**config.mk**
```make
export PLATFORM = sky130hd
export DESIGN_NAME = dbs_adapter
export DESIGN_NICKNAME = d
export VERILOG_FILES = /design/src/dbs_adapter.v /design/src/dbs_lane_steer.v
export VERILOG_INCLUDE_DIRS = /design/src
export SDC_FILE = /design/constraint.sdc
export NUM_CORES = 1
export LEC_CHECK = 0
export BUFFER_PORTS_ARGS = -buffer_cell sky130_fd_sc_hd__buf_2
export CAP_MARGIN = 20
export CORE_MARGIN = 2
export CORE_UTILIZATION = 55
export CTS_CLUSTER_SIZE = 30
export DETAILED_ROUTE_END_ITERATION = 10
export HOLD_SLACK_MARGIN = 0.03
export PLACE_DENSITY = 0.8
export SETUP_SLACK_MARGIN = 0.15
export SLEW_MARGIN = 20
export SYNTH_ARGS = -nofsm -noshare
export SYNTH_HDL_FRONTEND = slang
export SYNTH_SLANG_ARGS = --single-unit
```
**constraint.sdc**
```tcl
create_clock -name core_clk_in -period 4.94 [get_ports core_clk_in]
set_input_delay 0.741 -clock core_clk_in [delete_from_list [all_inputs] [get_ports core_clk_in]]
set_output_delay 0.741 -clock core_clk_in [all_outputs]
set_load 0.02 [all_outputs]
```
**src/dbs_map.vh**
```
// constants for the dynamic bus sizing adapter
// assumes a 32-bit master and one slave port on the same clock
// Notes on behaviour
// - wide master reads narrow slave in beats
// - narrow master gets only its slave lanes
// - adapter makes slave byte enables on writes
// - slave width 8 to 1024, powers of two
// - word N maps to 2N/2N+1 or N/2
// - slave decodes its own word addresses
// - tri-state slaves receive byte addresses
// - native reads zero-pad above slave width
// - native writes drop bits above slave width
// - native: one master word per slave word
// - native 64-bit slave: upper 32 bits zero
// - native mode deprecated but still supported
// - normal sizing keeps slave data contiguous
// - read data returns to the issuing master
// - master byte address becomes slave word address
`ifndef DBS_MAP_VH
`define DBS_MAP_VH
`define MAP_MASTER_W        32
`define MAP_MASTER_BYTES    4
`define MAP_MASTER_LSB      2
`define MAP_SLAVE_W_DEFAULT 16
`define MAP_SLAVE_W_MIN     8
`define MAP_SLAVE_W_MAX     1024
`define MAP_BEAT_W          3
`define MAP_ADDR_W          32
`endif

```
**src/dbs_adapter.v**
```verilog
// dynamic bus sizing adapter: 32-bit master port to one slave port
// assumes master and slave share core_clk_in; mode straps are async pins
`timescale 1ns/1ps
`default_nettype none
`include "dbs_map.vh"
module dbs_adapter #(
  parameter SW = `MAP_SLAVE_W_DEFAULT
) (
  input  wire                     core_clk_in,
  input  wire                     reset_in,
  input  wire                     clk_en_in,
  input  wire                     native_mode_in,
  input  wire                     tristate_mode_in,
  input  wire [`MAP_ADDR_W-1:0]   m_address_in,
  input  wire                     m_read_in,
  input  wire                     m_write_in,
  input  wire [`MAP_MASTER_W-1:0] m_writedata_in,
  input  wire [3:0]               m_byteenable_in,
  output reg                      m_waitrequest_out,
  output reg  [`MAP_MASTER_W-1:0] m_readdata_out,
  output reg                      m_readdatavalid_out,
  output reg  [`MAP_ADDR_W-1:0]   s_address_out,
  output reg                      s_read_out,
  output reg                      s_write_out,
  output reg  [SW-1:0]            s_writedata_out,
  output reg  [SW/8-1:0]          s_byteenable_out,
  input  wire                     s_waitrequest_in,
  input  wire [SW-1:0]            s_readdata_in,
  input  wire                     s_readdatavalid_in
);
  // integer log2 of the slave byte lane count
  function integer log2_of;
    input integer v;
    integer i;
    begin
      log2_of = 0;
      for (i = 1; i < v; i = i * 2) begin
        log2_of = log2_of + 1;
      end
    end
  endfunction

  localparam SB   = SW / 8;
  localparam SLSB = log2_of(SB);
  localparam integer NBEATS_INT =
    (SW < `MAP_MASTER_W) ? (`MAP_MASTER_W / SW) : 1;
  localparam [`MAP_BEAT_W-1:0] NBEATS_NARROW = NBEATS_INT[`MAP_BEAT_W-1:0];

  localparam [4:0] ST_IDLE  = 5'h01;
  localparam [4:0] ST_ISSUE = 5'h02;
  localparam [4:0] ST_REQ   = 5'h04;
  localparam [4:0] ST_RESP  = 5'h08;
  localparam [4:0] ST_DONE  = 5'h10;

  ////////////////////////////////////////////////////////////////////////
  // mode strap synchronisers
  // straps are read once per request, so a change waits for idle

  reg [1:0] native_sync;
  reg [1:0] tri_sync;

  always @(posedge core_clk_in) begin
    if (reset_in) begin
      native_sync <= 2'h0;
      tri_sync    <= 2'h0;
    end else if (clk_en_in) begin
      native_sync <= {native_sync[0], native_mode_in};
      tri_sync    <= {tri_sync[0], tristate_mode_in};
    end
  end

  ////////////////////////////////////////////////////////////////////////
  // request latch and lane steering

  reg [4:0]               state;
  reg [`MAP_BEAT_W-1:0]   beat;
  reg [`MAP_BEAT_W-1:0]   nbeats;
  reg [`MAP_ADDR_W-1:0]   req_addr;
  reg [`MAP_MASTER_W-1:0] req_wdata;
  reg [3:0]               req_be;
  reg                     req_read;
  reg                     req_native;
  reg                     req_tri;
  reg [`MAP_MASTER_W-1:0] acc;

  wire [SW-1:0]            steer_wdata;
  wire [SB-1:0]            steer_be;
  wire [`MAP_MASTER_W-1:0] steer_rword;

  dbs_lane_steer #(
    .SW (SW)
  ) u_steer (
    .addr_in   (req_addr),
    .wdata_in  (req_wdata),
    .be_in     (req_be),
    .beat_in   (beat),
    .native_in (req_native),
    .rdata_in  (s_readdata_in),
    .acc_in    (acc),
    .wdata_out (steer_wdata),
    .be_out    (steer_be),
    .rword_out (steer_rword)
  );

  // master address is word aligned; low bits only pick a lane
  reg [`MAP_ADDR_W-1:0] word_addr;
  reg [`MAP_ADDR_W-1:0] next_s_address;

  always @* begin
    if (req_native) begin
      word_addr = req_addr >> `MAP_MASTER_LSB;
    end else begin
      word_addr = (req_addr >> SLSB) + {{(`MAP_ADDR_W-`MAP_BEAT_W){1'b0}},
                  beat};
    end
    if (req_tri) begin
      // low lines stay unconnected at the tri-state device
      next_s_address = word_addr << SLSB;
    end else begin
      next_s_address = word_addr;
    end
  end

  // nbeats is at least one, so the subtraction never wraps
  wire last_beat = (beat == nbeats - 3'h1);

  ////////////////////////////////////////////////////////////////////////
  // transfer sequencer
  // one slave access in flight; beats are not pipelined

  always @(posedge core_clk_in) begin
    if (reset_in) begin
      state               <= ST_IDLE;
      beat                <= 3'h0;
      nbeats              <= 3'h1;
      req_addr            <= 32'h0;
      req_wdata           <= 32'h0;
      req_be              <= 4'h0;
      req_read            <= 1'b0;
      req_native          <= 1'b0;
      req_tri             <= 1'b0;
      acc                 <= 32'h0;
      m_waitrequest_out   <= 1'b1;
      m_readdata_out      <= 32'h0;
      m_readdatavalid_out <= 1'b0;
      s_address_out       <= 32'h0;
      s_read_out          <= 1'b0;
      s_write_out         <= 1'b0;
      s_writedata_out     <= {SW{1'b0}};
      s_byteenable_out    <= {SB{1'b0}};
    end else if (clk_en_in) begin
      case (state)
        ST_IDLE: begin
          // taken while waitrequest is still high; master holds it
          m_readdatavalid_out <= 1'b0;
          if (m_read_in || m_write_in) begin
            req_addr   <= m_address_in;
            req_wdata  <= m_writedata_in;
            req_be     <= m_byteenable_in;
            req_read   <= m_read_in;
            req_native <= native_sync[1];
            req_tri    <= tri_sync[1];
            nbeats     <= native_sync[1] ? 3'h1 : NBEATS_NARROW;
            beat       <= 3'h0;
            acc        <= 32'h0;
            state      <= ST_ISSUE;
          end
        end
        ST_ISSUE: begin
          // beats with all enables low still go out
          s_address_out    <= next_s_address;
          s_writedata_out  <= steer_wdata;
          s_byteenable_out <= steer_be;
          s_read_out       <= req_read;
          s_write_out      <= ~req_read;
          state            <= ST_REQ;
        end
        ST_REQ: begin
          if (!s_waitrequest_in) begin
            // drop at once so the slave cannot take it twice
            s_read_out  <= 1'b0;
            s_write_out <= 1'b0;
            if (req_read) begin
              state <= ST_RESP;
            end else if (last_beat) begin
              m_waitrequest_out <= 1'b0;
              state             <= ST_DONE;
            end else begin
              beat  <= beat + 3'h1;
              state <= ST_ISSUE;
            end
          end
        end
        ST_RESP: begin
          // one slave read outstanding, so valid data is ours
          if (s_readdatavalid_in) begin
            acc <= steer_rword;
            if (last_beat) begin
              m_readdata_out      <= steer_rword;
              m_readdatavalid_out <= 1'b1;
              m_waitrequest_out   <= 1'b0;
              state               <= ST_DONE;
            end else begin
              beat  <= beat + 3'h1;
              state <= ST_ISSUE;
            end
          end
        end
        ST_DONE: begin
          // master held until every beat finished
          m_waitrequest_out   <= 1'b1;
          m_readdatavalid_out <= 1'b0;
          state               <= ST_IDLE;
        end
        default: begin
          state <= ST_IDLE;
        end
      endcase
    end
  end
endmodule
`default_nettype wire

```
**src/dbs_lane_steer.v**
```verilog
// byte lane steering between a 32-bit master word and one slave word
// purely combinational; the adapter holds every input but rdata_in, beat_in and acc_in stable
`timescale 1ns/1ps
`default_nettype none
`include "dbs_map.vh"
module dbs_lane_steer #(
  parameter SW = `MAP_SLAVE_W_DEFAULT
) (
  input  wire [`MAP_ADDR_W-1:0]   addr_in,
  input  wire [`MAP_MASTER_W-1:0] wdata_in,
  input  wire [3:0]               be_in,
  input  wire [`MAP_BEAT_W-1:0]   beat_in,
  input  wire                     native_in,
  input  wire [SW-1:0]            rdata_in,
  input  wire [`MAP_MASTER_W-1:0] acc_in,
  output reg  [SW-1:0]            wdata_out,
  output reg  [SW/8-1:0]          be_out,
  output reg  [`MAP_MASTER_W-1:0] rword_out
);
  localparam W  = (SW > `MAP_MASTER_W) ? SW : `MAP_MASTER_W;
  localparam WB = W / 8;
  localparam SB = SW / 8;

  reg [W-1:0]  wide;
  reg [W-1:0]  rtmp;
  reg [WB-1:0] wbe;
  integer      lane;

  always @* begin
    wide = {W{1'b0}};
    wide[`MAP_MASTER_W-1:0] = wdata_in;
    wbe = {WB{1'b0}};
    wbe[3:0] = be_in;
    rtmp = {W{1'b0}};
    rtmp[SW-1:0] = rdata_in;
    lane = (addr_in & (SB - 1)) >> `MAP_MASTER_LSB;
    if (native_in) begin
      wdata_out = wide[SW-1:0];
      be_out    = wbe[SB-1:0];
      rword_out = rtmp[`MAP_MASTER_W-1:0];
    end else if (SW < `MAP_MASTER_W) begin
      // beat 0 carries the low half, so word 2N is the low part
      wide      = wide >> (beat_in * SW);
      wbe       = wbe >> (beat_in * SB);
      wdata_out = wide[SW-1:0];
      be_out    = wbe[SB-1:0];
      rtmp      = rtmp << (beat_in * SW);
      rword_out = acc_in | rtmp[`MAP_MASTER_W-1:0];
    end else begin
      wide      = wide << (lane * `MAP_MASTER_W);
      wbe       = wbe << (lane * `MAP_MASTER_BYTES);
      wdata_out = wide[SW-1:0];
      be_out    = wbe[SB-1:0];
      rtmp      = rtmp >> (lane * `MAP_MASTER_W);
      rword_out = rtmp[`MAP_MASTER_W-1:0];
    end
  end
endmodule
`default_nettype wire

```
==> impl_metrics.ini <==
[status]
status = completed

[sta]
max_freq_mhz = 326
fin_skew_ps = 10.5
grt_setup_unrepaired = no
slew_viol_final = 0
tightest_slew_ps = 1060
slew_headroom_pct = 29.3
setup_viol = 0
min_period_ps = 3070
fin_setup_tns_ps = 0
period_share_pct = 62.1
fin_ws_ps = 1870
hold_viol_final = 0

[cells_and_area]
layout_commonest_cell = nand2_1
antenna_cells = 0
drive_above_1_share_pct = 18.4
nets = 1407
area_growth_syn_to_layout_pct = 18.5
layout_common_cells = 261 x nand2_1, 201 x dfxtp_1, 180 x a21oi_1, 176 x buf_2, 124 x nor2_1
final_cell_count_no_fill = 1541

[die]
die-area_sq_um = 17600
initial_core_util_pct = 55.6
die_w_microns = 133
fp.coreArea_sq_um = 16400
num_rows = 47
die_h_microns = 133
io_pins = 179

[place]
dpl_worst_slack_ps = 1800
hpwl_microns = 16000
dp.cells = 1504
port_buffers = 177
gp_congestion = 0.922

[routing]
drt_wl_total_microns = 24600
ant_nets = 0
wl_per_cell_microns = 15.9
drcViolationCount = 0
vias = 8796
drtPass1Iterations = 5
dr.first_iter.drc_count = 918
vias_per_cell = 5.71

[yosys]
synth_nets = 1288
synth_xor_area_share_pct = 2.79
synthSimpleGateAreaFrac_pct = 22.8
synthMuxAreaShare_pct = 2.88
syn_area_sq_um = 9120
synth_top_family_by_area = simple AND/OR/NAND/NOR gates
ys_seq_elements = 202
yosys.area.top_type = dfxtp_1
synth_flop_cell = dfxtp_1
synth.area.top_cells = dfxtp_1 44%, nand2_1 11%, a21oi_1 9.9%
synth_top_area_share_pct = 44.4
seq_area_frac_synth_pct = 44.4
avgSynthCellArea_sq_um = 7.67
synth_compound_area_share_pct = 21.5
synth_fa_ha_area_share_pct = 0.906
yosysWarnings = 0
netlist_instances = 1189
synth_edf_count = 0
yosysUniqueCellTypes = 57
async_flop_share_pct = 0

[clocking]
post_cts_buffers = 0
numCtsBuffers = 22
clock_sinks = 202
cts-root-buf = clkbuf_16
cts_tree = yes
insertion_delay_ps = 500
cts_max_level = 1
cts.repair.resized = 0
holdBufCountCts = 0
clk_pin_slew_worst_paths_ps = 60
cts_buffer_depth = 3

[grt]
antenna_found_initial = 0
grt_pass1_vias = 8164
grt_max_degree = 101
grt_overflow = 0
grtUsageTotal_pct = 27.3
grt_pass1_wl_microns = 40300

[power_and_ir_drop]
ir_worst_vdd_mv = 0.266
leakage_nw = 4.31
power_mw = 3.89
p_per_area_nw_per_um2 = 360

[critical_path]
crit_arrival_ps = 3420
start_kind = flop
path_class = reg -> reg
cp.required_ps = 5290
end_kind = flop
path_max_fanout = 8

[run]
max_cap_violations = 0

[hold_path]
hold_path_class = reg -> reg
-- cell usage after synthesis (all sizes together), types with 5 or more instances --
cell type,count
nand2,261
dfxtp,202
a21oi,180
nor2,125
clkbuf,84
nand3,35
o21ai,32
a211oi,26
nor3,21
a22oi,19
a31oi,19
mux2i,15
o211ai,15
xnor2,15
inv,14
xor2,14
buf,13
nor4,7
nor2b,6
a221oi,5
and2,5
ha,5
o31ai,5
or3,5
-- final timing paths --
kind,startpoint,slack (ps),end,cells after the start
setup / recovery,beat[0],1870,s_address_out[18],8
hold / removal,req_wdata[8],450,req_wdata[8],2
setup reg to reg,beat[0],1870,s_address_out[18],8
hold reg to reg,req_wdata[8],450,req_wdata[8],2
-- per-layer routing --
metal	up-vias	routed length [microns]	track usage, %
li1	4351	-	-
met1	4049	10700	37.0
met2	348	11400	43.3
met3	48	2020	6.40
met4	0	490	8.72
met5	-	0	0
-- sequential cells by signal, summed over array words and instances (netlist names) --
signal / cells
m_readdatavalid_out: 1
req_addr: 31
s_byteenable_out: 2
req_be: 4
beat: 3
req_wdata: 32
state: 5
m_waitrequest_out: 1
native_sync: 2
req_tri: 1
s_writedata_out: 16
s_write_out: 1
req_native: 1
m_readdata_out: 32
acc: 32
nbeats: 2
req_read: 1
tri_sync: 2
s_address_out: 32
s_read_out: 1
-- critical path: stages (launching register included) --
cell       delay [ps]
dfxtp_1           410
ha_1              270
fa_1              410
a21oi_1           500
or2_1             350
nor3_1            110
xor2_1            160
a2111oi_0         610
a211oi_1          100
-- through the flow --
stage	area (sq um)	hold slack [ps]	util (%)
global placement	10000	440	61.1
floorplan	9120	431	-
finish	10800	454	65.9
global route	10800	471	65.9
CTS	10800	455	65.9
detailed placement	10000	442	61.1
-- report_power, final --
part / switching, mW / total [mW] / internal (mW)
Sequential: 0.0567 / 1.74 / 1.68
Clock: 0.655 / 1.76 / 1.10
Combinational: 0.254 / 0.392 / 0.138
Total: 0.965 / 3.89 / 2.92
-- cell families after synthesis --
| logic type | after synthesis |
|---|---|
| fa+ha+maj | 6 |
| xor+xnor | 29 |
| compound gates | 330 |
| simple gates | 489 |
| buf+inv | 111 |
| mux | 22 |
| flops | 202 |
-- final cells by class --
type / instances / area [sq um]
Fill cell: 1422 / 5600
Timing Repair Buffer: 192 / 1000
Multi-Input combinational cell: 876 / 4650
Sequential cell: 202 / 4050
Tap cell: 220 / 275
Inverter: 14 / 52.6
Clock inverter: 5 / 103
Clock buffer: 32 / 679
Power figures use the tool's default switching activity.
